## config.mk

```make
export PLATFORM = sky130hd
export DESIGN_NAME = efic_top
export DESIGN_NICKNAME = d
export VERILOG_FILES = /design/src/hw/efic_pkg.sv /design/src/hw/efic_top.sv
export SDC_FILE = /design/constraint.sdc
export NUM_CORES = 1
export LEC_CHECK = 0
export ABC_AREA = 0
export BUFFER_PORTS_ARGS = -buffer_cell sky130_fd_sc_hd__buf_2
export CORE_ASPECT_RATIO = 1.1
export CORE_MARGIN = 10
export CORE_UTILIZATION = 40
export DETAILED_ROUTE_END_ITERATION = 8
export PLACE_DENSITY = 0.67
export REMOVE_ABC_BUFFERS = 1
export SYNTH_ARGS = -nofsm -noshare
export SYNTH_HDL_FRONTEND = slang
export SYNTH_SLANG_ARGS = --single-unit
```

## constraint.sdc

```tcl
create_clock -name hclk -period 1.7 [get_ports hclk]
set_input_delay 0.34 -clock hclk [delete_from_list [all_inputs] [get_ports hclk]]
set_output_delay 0.34 -clock hclk [all_outputs]
set_load 0.05 [all_outputs]
```

## src/hw/efic_pkg.sv

```systemverilog
// package: register map, field layout and types of the edge flag interrupt combiner
package efic_pkg;
	// ----------------------------------------------------------------
	// register indices (byte address is four times the index)
	// ----------------------------------------------------------------
	localparam logic [7:0] EFIC_IDX_LIVE   = 8'h0d;
	localparam logic [7:0] EFIC_IDX_MASK   = 8'h0e;
	localparam logic [7:0] EFIC_IDX_POL    = 8'h0f;
	localparam logic [7:0] EFIC_IDX_FLAG   = 8'h10;
	localparam logic [7:0] EFIC_IDX_CTL    = 8'h11;
	localparam logic [7:0] EFIC_IDX_EVSTAT = 8'h12;
	localparam logic [7:0] EFIC_IDX_EVMASK = 8'h13;
	localparam int         EFIC_IDX_SHIFT  = 2;

	// ----------------------------------------------------------------
	// field positions and reset values
	// ----------------------------------------------------------------
	localparam int         EFIC_CTL_EN_BIT  = 0;
	localparam int         EFIC_CTL_AND_BIT = 1;
	localparam int         EFIC_NSRC        = 8;
	localparam logic [7:0] EFIC_RST_POL     = 8'h00;
	localparam logic [7:0] EFIC_RST_FLAG    = 8'h00;
	localparam logic [7:0] EFIC_RST_MASK    = 8'h00;
	localparam logic [1:0] EFIC_RST_CTL     = 2'h0;
	localparam logic [7:0] EFIC_RST_EVSTAT  = 8'h00;
	localparam logic [7:0] EFIC_RST_EVMASK  = 8'h00;

	// ----------------------------------------------------------------
	// types
	// ----------------------------------------------------------------
	// bit order of every per-source register, top bit first
	typedef struct packed {
		logic pll1_unlock_src;
		logic pll1_input_lost_src;
		logic pll1_vco_cal_src;
		logic pll2_unlock_src;
		logic pll2_input_lost_src;
		logic pll2_vco_cal_src;
		logic pll1_ref_return_src;
		logic pll2_ref_return_src;
	} efic_src_s;

	typedef struct packed {
		logic and_sel;
		logic int_en;
	} efic_ctl_s;

	typedef enum logic [1:0] {
		EFIC_BUS_IDLE,
		EFIC_BUS_RDWAIT,
		EFIC_BUS_RDDONE
	} efic_bus_e;
endpackage

```

## src/hw/efic_top.sv

```systemverilog
// edge flag interrupt combiner: source edge flags, mask, and/or combine, ahb-lite registers
//
// Functional notes
// polarity register, one bit per source, resets zero
// polarity one sets flag on rising edge
// polarity zero sets flag on falling edge
// eight sticky flags, set only by selected edge
// writing zero clears a flag, else kept
// flags update only while interrupt enable is one
// combine bit one: all unmasked flags required
// combine bit zero: any unmasked flag suffices
// masked sources never activate the interrupt
// enable zero blocks status output, live continues
// lost input suppresses that pll's unlock source
// edges found by comparing sample with previous
`timescale 1ns/10ps
`default_nettype none
module efic_top
	import efic_pkg::*;
(
	// clock and reset
	input  wire logic              hclk,
	input  wire logic              hresetn,
	// ahb-lite slave
	input  wire logic              hsel,
	input  wire logic [31:0]       haddr,
	input  wire logic [1:0]        htrans,
	input  wire logic              hwrite,
	input  wire logic [2:0]        hsize,
	input  wire logic [31:0]       hwdata,
	input  wire logic              hready,
	output logic                   hreadyout,
	output logic                   hresp,
	output logic [31:0]            hrdata,
	// raw internal status sources
	input  wire efic_pkg::efic_src_s src_raw,
	// combined interrupt towards the status pins
	output logic                   status_int,
	// software interrupt
	output logic                   irq
);
	import efic_pkg::*;

	// ----------------------------------------------------------------
	// helpers
	// ----------------------------------------------------------------
	function automatic logic [7:0] word_index(input logic [31:0] a);
		word_index = a[EFIC_IDX_SHIFT +: 8];
	endfunction

	function automatic logic [7:0] edge_hit(input logic [7:0] cur, input logic [7:0] prev,
	                                        input logic [7:0] pol);
		edge_hit = (pol & cur & ~prev) | (~pol & ~cur & prev);
	endfunction

	// ----------------------------------------------------------------
	// registers and state
	// ----------------------------------------------------------------
	logic [7:0] live_q;
	logic [7:0] prev_q;
	logic [7:0] pol_q;
	logic [7:0] flag_q;
	logic [7:0] mask_q;
	efic_ctl_s  ctl_q;
	logic [7:0] evstat_q;
	logic [7:0] evmask_q;
	logic [7:0] set_evt;
	logic [7:0] live_d;
	logic       combo;

	efic_bus_e  bus_q;
	logic       ap_wr_q;
	logic       ap_rd_q;
	logic [7:0] ap_idx_q;
	logic [31:0] hrdata_q;
	logic       addr_take;
	logic       wr_now;
	logic       rd_clear;
	logic [7:0] rd_mux;

	// ----------------------------------------------------------------
	// source conditioning and edge detection
	// ----------------------------------------------------------------
	always_comb begin
		live_d = src_raw;
		// a lost input hides the unlock it causes on the same pll
		live_d[7] = src_raw.pll1_unlock_src & ~src_raw.pll1_input_lost_src;
		live_d[4] = src_raw.pll2_unlock_src & ~src_raw.pll2_input_lost_src;
	end

	always_ff @(posedge hclk or negedge hresetn) begin
		if (!hresetn) begin
			live_q <= 8'h00;
			prev_q <= 8'h00;
		end else begin
			live_q <= live_d;
			prev_q <= live_q;
		end
	end

	assign set_evt = edge_hit(live_q, prev_q, pol_q);

	// ----------------------------------------------------------------
	// ahb-lite slave
	// ----------------------------------------------------------------
	assign addr_take = hsel & htrans[1] & hready;
	assign wr_now    = ap_wr_q & (bus_q == EFIC_BUS_IDLE);
	assign rd_clear  = (bus_q == EFIC_BUS_RDWAIT) & (ap_idx_q == EFIC_IDX_EVSTAT);

	always_ff @(posedge hclk or negedge hresetn) begin
		if (!hresetn) begin
			ap_wr_q  <= 1'b0;
			ap_rd_q  <= 1'b0;
			ap_idx_q <= 8'h00;
		end else if (hready) begin
			ap_wr_q  <= addr_take & hwrite;
			ap_rd_q  <= addr_take & ~hwrite;
			ap_idx_q <= word_index(haddr);
		end
	end

	// reads take two wait states so a write just before is always visible
	always_ff @(posedge hclk or negedge hresetn) begin
		if (!hresetn) begin
			bus_q <= EFIC_BUS_IDLE;
		end else begin
			case (bus_q)
				EFIC_BUS_IDLE: begin
					// hready is low here for a read, so it must not gate the step
					if (ap_rd_q)
						bus_q <= EFIC_BUS_RDWAIT;
				end
				EFIC_BUS_RDWAIT: bus_q <= EFIC_BUS_RDDONE;
				EFIC_BUS_RDDONE: bus_q <= EFIC_BUS_IDLE;
				default:         bus_q <= EFIC_BUS_IDLE;
			endcase
		end
	end

	// a read in flight must not be answered until its data is captured
	assign hreadyout = ~(bus_q == EFIC_BUS_RDWAIT) & ~(ap_rd_q & (bus_q == EFIC_BUS_IDLE));
	assign hresp     = 1'b0;
	assign hrdata    = hrdata_q;

	always_comb begin
		case (ap_idx_q)
			EFIC_IDX_LIVE:   rd_mux = live_q;
			EFIC_IDX_MASK:   rd_mux = mask_q;
			EFIC_IDX_POL:    rd_mux = pol_q;
			EFIC_IDX_FLAG:   rd_mux = flag_q;
			EFIC_IDX_CTL:    rd_mux = {6'h00, ctl_q};
			EFIC_IDX_EVSTAT: rd_mux = evstat_q;
			EFIC_IDX_EVMASK: rd_mux = evmask_q;
			default:         rd_mux = 8'h00;
		endcase
	end

	always_ff @(posedge hclk or negedge hresetn) begin
		if (!hresetn)
			hrdata_q <= 32'h0000_0000;
		else if (bus_q == EFIC_BUS_RDWAIT)
			hrdata_q <= {24'h00_0000, rd_mux};
	end

	// ----------------------------------------------------------------
	// configuration registers
	// ----------------------------------------------------------------
	always_ff @(posedge hclk or negedge hresetn) begin
		if (!hresetn) begin
			pol_q    <= EFIC_RST_POL;
			mask_q   <= EFIC_RST_MASK;
			ctl_q    <= EFIC_RST_CTL;
			evmask_q <= EFIC_RST_EVMASK;
		end else if (wr_now) begin
			if (ap_idx_q == EFIC_IDX_POL)
				pol_q <= hwdata[7:0];
			if (ap_idx_q == EFIC_IDX_MASK)
				mask_q <= hwdata[7:0];
			if (ap_idx_q == EFIC_IDX_CTL)
				ctl_q <= hwdata[EFIC_CTL_AND_BIT:EFIC_CTL_EN_BIT];
			if (ap_idx_q == EFIC_IDX_EVMASK)
				evmask_q <= hwdata[7:0];
		end
	end

	// ----------------------------------------------------------------
	// sticky flags; a set in the cycle of a clearing write wins
	// ----------------------------------------------------------------
	always_ff @(posedge hclk or negedge hresetn) begin
		if (!hresetn) begin
			flag_q <= EFIC_RST_FLAG;
		end else if (ctl_q.int_en) begin
			if (wr_now && ap_idx_q == EFIC_IDX_FLAG)
				flag_q <= (flag_q & hwdata[7:0]) | set_evt;
			else
				flag_q <= flag_q | set_evt;
		end
	end

	// ----------------------------------------------------------------
	// combination
	// ----------------------------------------------------------------
	always_comb begin
		if (ctl_q.and_sel)
			combo = (&(flag_q | mask_q)) & (|(~mask_q));
		else
			combo = |(flag_q & ~mask_q);
	end

	always_ff @(posedge hclk or negedge hresetn) begin
		if (!hresetn)
			status_int <= 1'b0;
		else
			status_int <= ctl_q.int_en & combo;
	end

	// ----------------------------------------------------------------
	// software event status: each new flag edge, cleared by reading
	// ----------------------------------------------------------------
	always_ff @(posedge hclk or negedge hresetn) begin
		if (!hresetn)
			evstat_q <= EFIC_RST_EVSTAT;
		else if (rd_clear)
			evstat_q <= ctl_q.int_en ? set_evt : 8'h00;
		else if (ctl_q.int_en)
			evstat_q <= evstat_q | set_evt;
	end

	always_ff @(posedge hclk or negedge hresetn) begin
		if (!hresetn)
			irq <= 1'b0;
		else
			irq <= |(evstat_q & evmask_q);
	end

	// bit 0 walked end to end in or mode: edge, flag, then status pin
	logic or_path0;
	assign or_path0 = ctl_q.int_en & ~ctl_q.and_sel & ~mask_q[0];
endmodule
`default_nettype wire

```

Word-level counts from Yosys, hierarchy flattened
Cells that the tools add are included.
{"block": "totals", "output_inout_bits": 36, "in_bits": 82, "elab_cells": 77, "ff_bits": 80}
{"block": "classes", "n_eq_ne": 9, "reduce_logical": 11, "mux": 8, "bitwise_logic": 33}
{"cell": "8-bit AND", "n": 7}
{"cell": "8-bit one-hot mux with 7 select lines", "n": 1}
{"cell": "8-bit OR", "n": 5}
{"cell": "8-bit by 5-bit equality test with 1-bit output, second input constant", "n": 4}
{"cell": "8-bit two-way mux", "n": 4}
{"cell": "8-bit NOT", "n": 4}
{"cell": "8-bit by 4-bit equality test with 1-bit output, second input constant", "n": 3}
{"cell": "8-bit OR reduction", "n": 3}
{"cell": "1-bit AND", "n": 12}
{"cell": "2-bit AND reduction", "n": 4}
{"cell": "8-bit AND reduction", "n": 1}
{"cell": "1-bit NOT", "n": 5}
{"cell": "2-bit one-hot mux with 2 select lines", "n": 1}
{"cell": "2-bit by 1-bit equality test with 1-bit output, second input constant", "n": 1}
{"cell": "2-bit logical NOT", "n": 1}
{"cell": "2-bit two-way mux", "n": 1}
{"cell": "2-bit inequality test, second input constant", "n": 1}
{"cell": "2-bit nonzero test", "n": 1}
{"cell": "1-bit logical AND", "n": 1}
{"cell": "1-bit two-way mux", "n": 1}

Logic depth before layout (Yosys ltp)
Gate-level depths: netlist (run 1).
{"block": "depth", "word_depth": 7, "ltp_mapped": 7, "depth_no_buf": 5}

Worst setup path before layout (run 1)
OpenSTA, ideal clock, no wires.
{"block": "synth_path", "path_type": "register to output", "from": "register bus_q[0]", "to": "output port hreadyout", "stages_incl_launch_ff": 5, "t_arrival_ns": 1.450, "n_path_buf": 1, "slack_ns": -0.090, "required_ns": 1.360, "cell_sequence": "dfrtp_1 nand2b_1 clkbuf_1 inv_1 nor2_1"}
{"block": "synth_between", "elab_chain_len": 4, "word_cells_on_any_way": 6, "cone_classes": "1 x eq/ne; 4 x bitwise; 1 x reduce/logical"}
{"item": "start: declaration", "line_no": "efic_top.sv:71", "source": "efic_bus_e bus_q;"}
{"item": "start signal: assignment", "line_no": "efic_top.sv:125", "source": "bus_q <= EFIC_BUS_IDLE;"}
{"item": "start signal: assignment", "line_no": "efic_top.sv:131", "source": "bus_q <= EFIC_BUS_RDWAIT;"}
{"item": "start signal: assignment", "line_no": "efic_top.sv:133", "source": "EFIC_BUS_RDWAIT: bus_q <= EFIC_BUS_RDDONE;"}
{"item": "2-bit logical NOT", "line_no": "efic_top.sv:141", "source": "assign hreadyout = ~(bus_q == EFIC_BUS_RDWAIT) & ~(ap_rd_q & (bus_q == EFIC_BUS_IDLE));"}
{"item": "1-bit AND", "line_no": "efic_top.sv:141"}
{"item": "1-bit NOT", "line_no": "efic_top.sv:141"}
{"item": "1-bit AND (*)", "line_no": "efic_top.sv:141"}
{"item": "end: declaration", "line_no": "efic_top.sv:32", "source": "output logic hreadyout,"}
Mark *: on every way between the ends. The rest lies on a longest branch, timed or not.

Final worst setup path (run 1)
{"block": "layout_path", "from": "register ap_idx_q[5]", "to": "register pol_q[6]"}
{"block": "layout_between", "elab_chain_len": 2}
{"item": "start: declaration", "line_no": "efic_top.sv:74", "source": "logic [7:0] ap_idx_q;"}
{"item": "start signal: assignment", "line_no": "efic_top.sv:118", "source": "ap_idx_q <= word_index(haddr);"}
{"item": "8-bit by 4-bit equality test with 1-bit output", "line_no": "efic_top.sv:175", "source": "if (ap_idx_q == EFIC_IDX_POL)"}
{"item": "2-bit AND reduction (no source line)"}
{"item": "end signal: assignment", "line_no": "efic_top.sv:176", "source": "pol_q <= hwdata[7:0];"}
{"item": "end: declaration", "line_no": "efic_top.sv:61", "source": "logic [7:0] pol_q;"}
Every way passes these cells.
A chain may end at the register's enable or synchronous reset.

==> results of run 1 <==
final cells by class:
type / count / area share
clock buffer: 11 / 0.0278
clock inverter: 5 / 0.0122
inverter: 22 / 0.0175
multi-input combinational: 241 / 0.375
sequential: 80 / 0.424
tap: 117 / 0.0310
timing repair buffer: 72 / 0.113
repair_timing:
| action | 4_1_cts | 5_1_grt |
|---|---|---|
| endpoints found under the setup margin | 38 | 49 |
| endpoints found under the hold margin | 0 | 0 |
| gates resized for setup | 16 | 44 |
| buffers inserted | 1 | 3 |
| pin swaps | 4 | 5 |
layer usage:
metal / share of wire / wire length, um / vias up
met5: 0 / 0 / -
met4: 0.018 / 175 / 0
met3: 0.072 / 715 / 13
met2: 0.49 / 4850 / 100
met1: 0.42 / 4210 / 1453
li1: - / - / 1353
cells by family after synthesis:
| logic type | synth area share |
|---|---|
| AND/OR/NAND/NOR | 0.129 |
| flip-flops | 0.517 |
| AO/OA/AOI/OAI | 0.133 |
| buffers and inverters | 0.0918 |
| multiplexers | 0.127 |
| other | 0.000969 |
where the power goes:
part           switching [mW]  internal [mW]
logic                   0.381          0.222
registers              0.0828           1.98
clock network           0.704          0.677
total                    1.17           2.88
critical path, cell delays in order (launching register included):
cell,delay (ns)
sky130_fd_sc_hd__dfrtp_1,0.41
sky130_fd_sc_hd__nor3_4,0.27
sky130_fd_sc_hd__buf_4,0.21
sky130_fd_sc_hd__nand2_4,0.10
sky130_fd_sc_hd__nor3_4,0.16
sky130_fd_sc_hd__buf_12,0.17
sky130_fd_sc_hd__mux2_4,0.31
state kept, by name (all words and copies together), names as in the netlist, 2 cells and up:
signal,cells
flag_q,8
live_q,8
ctl_q,2
evstat_q,8
evmask_q,8
ap_idx_q,8
pol_q,8
prev_q,8
bus_q,2
mask_q,8
hrdata,8
through the flow:
step | setup TNS [ns] | hold WS (ns) | cells | utilization | power (mW)
after global routing | -1.83 | 0.0154 | 548 | 0.503 | 4.21
after detailed placement | -2.30 | 0.404 | 529 | 0.458 | 2.64
after floorplan | -5.27 | 0.0444 | 343 | - | 2.40
final | -0.602 | -0.0338 | 548 | 0.503 | 4.04
after global placement | -1.55 | 0.397 | 529 | 0.458 | 2.63
after CTS | -1.44 | 0.00518 | 546 | 0.484 | 4.04
synth_stat cells, types with 2 or more instances:
master / count / area, sq um
sky130_fd_sc_hd__dfrtp_1: 80 / 2000
sky130_fd_sc_hd__nand2_1: 48 / 180
sky130_fd_sc_hd__buf_4: 25 / 188
sky130_fd_sc_hd__inv_1: 22 / 82.6
sky130_fd_sc_hd__o21ai_0: 20 / 100
sky130_fd_sc_hd__mux2_1: 17 / 191
sky130_fd_sc_hd__o21ai_1: 15 / 75.1
sky130_fd_sc_hd__nor2_1: 11 / 41.3
sky130_fd_sc_hd__o22ai_1: 11 / 68.8
sky130_fd_sc_hd__mux2_2: 9 / 101
sky130_fd_sc_hd__a22oi_1: 8 / 60.1
sky130_fd_sc_hd__buf_2: 8 / 40.0
sky130_fd_sc_hd__mux2_4: 8 / 120
sky130_fd_sc_hd__mux2i_1: 8 / 80.1
sky130_fd_sc_hd__nand3_1: 7 / 35.0
sky130_fd_sc_hd__nand4_1: 5 / 31.3
sky130_fd_sc_hd__a22o_1: 4 / 35.0
sky130_fd_sc_hd__and3_1: 4 / 25.0
sky130_fd_sc_hd__nor2b_1: 4 / 25.0
sky130_fd_sc_hd__a21oi_1: 3 / 15.0
sky130_fd_sc_hd__a311oi_1: 3 / 26.3
sky130_fd_sc_hd__buf_6: 3 / 33.8
sky130_fd_sc_hd__clkbuf_1: 3 / 11.3
sky130_fd_sc_hd__o31ai_1: 3 / 22.5
sky130_fd_sc_hd__and2_1: 2 / 12.5
sky130_fd_sc_hd__nor3_1: 2 / 10.0
sky130_fd_sc_hd__nor3_4: 2 / 32.5
worst paths after layout:
path / end / cells after the start / slack [ns]
max in group asynchronous: hrdata[4] / 2 / 1.36
worst max register to register: pol_q[6] / 6 / -0.06
min in group hclk: live_q[0] / 1 / 0.07
worst max-delay path: pol_q[6] / 6 / -0.06
worst min register to register: prev_q[0] / 0 / 0.43
worst min-delay path: evmask_q[5] / 2 / -0.03
==> impl_metrics.ini, run 1 <==
[detailed_routing]
number_of_design_rule_violations_left_after_detail_routing = 0
ant_nets = 0
drt_wl_total_um = 9960
vias = 2919
first_pass_iters = 4
routed_wire_length_per_instance_um = 18.2
drt_iter0_drc = 173
post_drt_via_cell_ratio = 5.33

[yosys]
postSynth.asyncResetShare = 1.00
synth_cell_area_sq_um = 3870
seq_area_frac_synth = 0.517
postSynthCellCount = 358
yosys_register_bits = 80
synth.distinct_cells = 50
number_of_flops_mapped_to_enable_cells_by_yosys = 0
syn_avg_cell_area_sq_um = 10.8
yosysWarningCount = 0
yosys_most_used_dff = sky130_fd_sc_hd__dfrtp_1

[floorplanning]
floorplan.initialDensity = 0.412
die_area_sq_um = 14000
die-width_um = 114
ios = 118
fp-row-count = 37
die_h_um = 123
core_area_sq_um = 9400

[timing]
min_period_ns = 1.76
finalClockSkew_ns = 0.0133
holdWs_ns = -0.0338
upper_clock_frequency_limit_mhz = 569
setup-violations-final = 16
final_min_period_over_clock_period = 1.03
grt_setup_unrepaired = yes
hold_viol = 12
timing_max_transition_violations_final = 0
setup_slack_ns = -0.0577

[clock_network]
tritoncts.num_buffers = 9
cts_buffer_depth = 2
cts_sinks = 80
ctsRootBufferMaster = sky130_fd_sc_hd__clkbuf_8
clkLatencyLatePin_ns = 0.37
cts_tree = built
cts.clk_slew.worst_paths_ns = 0.09
holdBufCountCts = 0
h-tree-depth = 3

[worst_setup_path]
critPathLaunchType = flip-flop
crit_required_ns = 1.94
crit_type = reg -> reg
critical_path_peak_fanout = 8
critical_path_arrival_ns = 2.00
setup.worst_path.start = ap_idx_q[5]
critical_path.reg2reg.startpoint = ap_idx_q[5]
critPathCaptureType = flip-flop

[placed_design]
post-dp-hpwl_um = 7150
routabilityCongestion = 0.960
place_worst_setup_slack_ns = -0.141
dpl_cell_area_sq_um = 4310
portBuffers = 40

[power]
vdd_ir_drop_max_mv = 0.310
leakage_power_nw = 2.25
cellPowerDensity_nw_per_um2 = 856

[final_layout]
drive_above_1_share = 0.348
final.fill_count = 850
nNetsFinal = 508
register_area_sq_um = 2000
area_growth_from_synthesis_to_layout_pct = 22.0
final_common_cell = sky130_fd_sc_hd__dfrtp_1
post_layout_inst_area_sq_um = 4720
multi_input_area_sq_um = 1770
antenna_cells = 0
layout_common_cells = sky130_fd_sc_hd__dfrtp_1, sky130_fd_sc_hd__nand2_1, sky130_fd_sc_hd__buf_2

[grt]
global_route.usage.met2 = 0.233
grt_antenna_before_repair = 0
top_usage_layer = met2
globalRouteMet1Util = 0.173
grt_first_pass_wirelength_um = 15800
grt_overflow_total = 0
first_global_vias = 3004
global_route.usage.total = 0.143
grt_start_max_net_pins = 81
grt_util_met3 = 0.0412

[job]
max_cap_check_violation_count = 0

[outcome]
violations = hold timing, setup timing
status = finished, violations left

[hold_path]
timing.hold.worst.class = in -> async
Power figures use the tool's default switching activity.
==> inputs of run 2 (changes only) <==
- CTS_BUF_LIST: default -> sky130_fd_sc_hd__clkbuf_4 sky130_fd_sc_hd__clkbuf_8
==> impl_metrics.ini, run 2 (synthesis gave the netlist of run 1 again) <==
[worst_setup_path]
crit_type = reg -> reg
crit_required_ns = 1.94
regToRegSetupSlack_ns = -0.06
critPathCaptureType = flip-flop
critPathLaunchType = flip-flop
critical_path_peak_fanout = 8
timing.reg2reg.worst_path_depth = 6
critical_path_arrival_ns = 2.00

[timing]
holdWs_ns = -0.0451
grt_setup_unrepaired = yes
timing_max_transition_violations_final = 0
hold_viol = 15
setup-violations-final = 16
min_period_ns = 1.76
final_min_period_over_clock_period = 1.03
finalClockSkew_ns = 0.0122
upper_clock_frequency_limit_mhz = 569
setup_slack_ns = -0.0569

[detailed_routing]
routed_wire_length_per_instance_um = 18.2
wl_met3_um = 688
vias = 2913
dr.max_layer_used = met4
routed_length_on_met1_um = 4280
post_drt_via_cell_ratio = 5.32
first_pass_iters = 4
ant_nets = 0
drt_iter0_drc = 188
met2WireLength_um = 4790
drt_wl_total_um = 9960
number_of_design_rule_violations_left_after_detail_routing = 0

[placed_design]
placed_cells = 529
routabilityCongestion = 0.960
post-dp-hpwl_um = 7150
portBuffers = 40
dpl_cell_area_sq_um = 4310

[power]
cellPowerDensity_nw_per_um2 = 860
total_power_mw = 4.07
leakage_power_nw = 2.26
vdd_ir_drop_max_mv = 0.311

[grt]
global_route.usage.total = 0.143
grt_overflow_total = 0
first_global_vias = 3016
grt_first_pass_wirelength_um = 15800
grt_start_max_net_pins = 81
grt_antenna_before_repair = 0

[floorplanning]
fp-row-count = 37
ios = 118
die_h_um = 123
core_area_sq_um = 9400
die_area_sq_um = 14000
die-width_um = 114
floorplan.initialDensity = 0.412

[clock_network]
cts_buffer_depth = 2
h-tree-depth = 3
tritoncts.num_buffers = 9
clkLatencyLatePin_ns = 0.37
holdBufCountCts = 0
ctsRootBufferMaster = sky130_fd_sc_hd__clkbuf_8
cts_tree = built
cts_sinks = 80
cts.clk_slew.worst_paths_ns = 0.09

[final_layout]
final-instance-count-excl-fill = 548
final_common_cell = sky130_fd_sc_hd__dfrtp_1
final.fill_count = 848
nNetsFinal = 508
drive_above_1_share = 0.355
area_growth_from_synthesis_to_layout_pct = 22.3
layout_common_cells = sky130_fd_sc_hd__dfrtp_1, sky130_fd_sc_hd__nand2_1, sky130_fd_sc_hd__buf_2
post_layout_inst_area_sq_um = 4730
antenna_cells = 0
final_util = 0.504

[outcome]
violations = hold timing, setup timing
status = finished, violations left

[job]
max_cap_check_violation_count = 0

[hold_path]
timing.hold.worst.class = in -> async
[run 2: worst paths after layout]
kind | start | endpoint
min reg2reg | live_q[0] | prev_q[0]
min | hresetn | pol_q[5]
max | ap_idx_q[5] | pol_q[6]
max in group asynchronous | hresetn | hrdata[4]
max reg2reg | ap_idx_q[5] | pol_q[6]
min in group hclk | src_raw[0] | live_q[0]
[run 2: cell type report]
class | count | area (sq um) | area share
Clock buffer | 11 | 139 | 0.0293
Clock inverter | 5 | 57.6 | 0.0122
Inverter | 22 | 82.6 | 0.0174
Multi-Input combinational cell | 241 | 1770 | 0.374
Sequential cell | 80 | 2000 | 0.423
Tap cell | 117 | 146 | 0.0309
Timing Repair Buffer | 72 | 534 | 0.113
[run 2: critical path, stage by stage, from the launching register on]
cell and delay, ns:
sky130_fd_sc_hd__dfrtp_1 0.41, sky130_fd_sc_hd__nor3_4 0.27, sky130_fd_sc_hd__buf_4 0.21, sky130_fd_sc_hd__nand2_4 0.10, sky130_fd_sc_hd__nor3_4 0.16, sky130_fd_sc_hd__buf_12 0.17, sky130_fd_sc_hd__mux2_4 0.31
[run 2: metrics by stage]
step | setup TNS, ns | worst slack, ns
finish | -0.584 | -0.0569
global route | -1.81 | -0.105
CTS | -1.45 | -0.0801
detailed placement | -2.30 | -0.141
global placement | -1.55 | -0.110
floorplan | -5.27 | -0.259
[run 2: repair_timing]
action / 4_1_cts / 5_1_grt
gates cloned: 0 / 0
pin swaps: 4 / 5
setup endpoints to repair: 38 / 49
setup buffers: 1 / 3
gates resized for setup: 16 / 45
[run 2: routing by layer]
layer  vias up  track usage
met2        99        0.234
met5         -            0
met3        16       0.0412
met4         0       0.0627
met1      1438        0.173
li1       1360            -
[run 2: power by group]
group | internal, mW | leakage (nW) | switching (mW)
Combinational | 0.223 | 1.23 | 0.382
Sequential | 1.98 | 0.933 | 0.0827
Clock | 0.708 | 0.0924 | 0.698
==> inputs of run 3 (changes only) <==
- ABC_CLOCK_PERIOD_IN_PS: default -> 1700
- BUFFER_PORTS_ARGS: -buffer_cell sky130_fd_sc_hd__buf_2 -> default
- DONT_BUFFER_PORTS: default -> 1
- PLACE_DENSITY: 0.67 -> 0.63
==> impl_metrics.ini, run 3 (synthesis gave the netlist of run 1 again) <==
[outcome]
status = finished, violations left
violations = hold timing, setup timing

[worst_setup_path]
critPathLaunchType = flip-flop
critPathSlowestCell = sky130_fd_sc_hd__dfrtp_1
timing.critical_path.slowest_cell_delay_ns = 0.41
setup.worst_path.start = ap_idx_q[6]
critical_path.reg2reg.startpoint = ap_idx_q[6]
regToRegSetupSlack_ns = -0.04
critical_path_arrival_ns = 1.98
critical_path_peak_fanout = 8
timing.reg2reg.worst_path_depth = 5
critPathCaptureType = flip-flop
crit_required_ns = 1.94
rr_endpoint = evmask_q[1]
series_of_cell_instances_along_the_critical_path = nor3_4, and4_4, buf_6, nand3_4, mux2_1
critPathCapture = evmask_q[1]
crit_type = reg -> reg

[floorplanning]
die_h_um = 123
core_area_sq_um = 9400
die-width_um = 114
ios = 118
fp-row-count = 37
die_area_sq_um = 14000
floorplan.initialDensity = 0.412

[clock_network]
cts_sinks = 80
clkLatencyLatePin_ns = 0.37
cts_tree = built
h-tree-depth = 3
cts.clk_slew.worst_paths_ns = 0.08
holdBufCountCts = 6
cts_buffer_depth = 2
ctsRootBufferMaster = sky130_fd_sc_hd__clkbuf_8
tritoncts.num_buffers = 9

[detailed_routing]
drt_iter0_drc = 148
first_pass_iters = 5
routed_wire_length_per_instance_um = 19.1
ant_nets = 0
post_drt_via_cell_ratio = 5.34
vias = 2752
number_of_design_rule_violations_left_after_detail_routing = 0
drt_wl_total_um = 9850

[timing]
upper_clock_frequency_limit_mhz = 575
setup-violations-final = 14
min_period_ns = 1.74
hold_viol = 80
setup_slack_ns = -0.0403
timing_max_transition_violations_final = 0
holdWs_ns = -0.340
grt_setup_unrepaired = yes
final_min_period_over_clock_period = 1.02
finalClockSkew_ns = 0.00981

[grt]
grt_first_pass_wirelength_um = 15200
first_global_vias = 2744
global_route.usage.total = 0.141
grt_overflow_total = 0
grt_start_max_net_pins = 81
grt_antenna_before_repair = 0

[placed_design]
post-dp-hpwl_um = 7120
portBuffers = 0
routabilityCongestion = 0.872
place_worst_setup_slack_ns = -0.0412

[job]
max_cap_check_violation_count = 0

[power]
cellPowerDensity_nw_per_um2 = 864
power.switching_fraction = 0.276
clock_power_share = 0.340
power_frac_comb = 0.132
power.internal_mw = 2.84
leakage_power_nw = 2.05
power.switching_mw = 1.08
share_seq_of_total_power = 0.528
vdd_ir_drop_max_mv = 0.309

[final_layout]
final.fill_count = 861
nNetsFinal = 475
final_common_cell = sky130_fd_sc_hd__dfrtp_1
layout_common_cells = sky130_fd_sc_hd__dfrtp_1, sky130_fd_sc_hd__nand2_1, sky130_fd_sc_hd__conb_1, sky130_fd_sc_hd__buf_4, sky130_fd_sc_hd__inv_1
multi_input_area_sq_um = 1750
drive_above_1_share = 0.261
register_area_sq_um = 2000
area_growth_from_synthesis_to_layout_pct = 17.0
antenna_cells = 0

[hold_path]
timing.hold.worst.class = in -> async
run 3: worst max-delay path: cells and delay by family (launching register included):
| kind | cells | cell delay (ns) |
|---|---|---|
| AND/OR/NAND/NOR | 3 | 0.74 |
| flip-flops | 1 | 0.41 |
| multiplexers | 1 | 0.36 |
| buffers and inverters | 1 | 0.11 |
run 3: worst min-delay path by stage:
stage,endpoint,cells after the start,slack (ns),startpoint
2_1_floorplan,ap_idx_q[0],0,0.04,hresetn
3_3_place_gp,prev_q[5],0,0.05,hresetn
3_5_place_dp,prev_q[5],0,0.05,hresetn
4_1_cts,prev_q[5],0,-0.35,hresetn
5_1_grt,prev_q[5],0,-0.36,hresetn
6_report,prev_q[5],0,-0.34,hresetn
run 3: power groups by stage:
| stage | logic [mW] | clock network, mW | registers (mW) |
|---|---|---|---|
| global placement | 0.454 | 0 | 2.10 |
| detailed placement | 0.456 | 0 | 2.10 |
| finish | 0.516 | 1.33 | 2.07 |
| floorplan | 0.303 | 0 | 2.10 |
| CTS | 0.478 | 1.37 | 2.06 |
| global route | 0.552 | 1.43 | 2.08 |
run 3: final cells by class:
type                            count  share of cell area
Clock buffer                       14              0.0384
Clock inverter                      2             0.00304
Inverter                           22              0.0182
Multi-Input combinational cell    241               0.386
Sequential cell                    80               0.442
Tap cell                          117              0.0323
Timing Repair Buffer               39              0.0804
run 3: what timing repair did:
item | in CTS | in global routing
setup endpoints to repair | 19 | 32
endpoints found under the hold margin | 86 | 80
pin swaps | 1 | 15
setup buffers | 1 | 3
gates resized for setup | 6 | 32
run 3: layer usage:
layer | GRT usage | vias to the layer above | wire [um]
met3 | 0.0499 | 12 | 733
met4 | 0.0525 | 0 | 195
met2 | 0.228 | 97 | 4700
li1 | - | 1287 | -
met1 | 0.170 | 1356 | 4220
met5 | 0 | - | 0
run 3: per-stage QoR:
step	utilization	instance area (sq um)	setup TNS [ns]	power, mW	cells
detailed placement	0.435	4090	-0.219	2.56	489
CTS	0.465	4370	-0.120	3.91	512
global placement	0.435	4090	-0.0673	2.55	489
global route	0.482	4530	-1.66	4.06	515
finish	0.482	4530	-0.249	3.92	515
floorplan	-	3690	-5.27	2.40	343
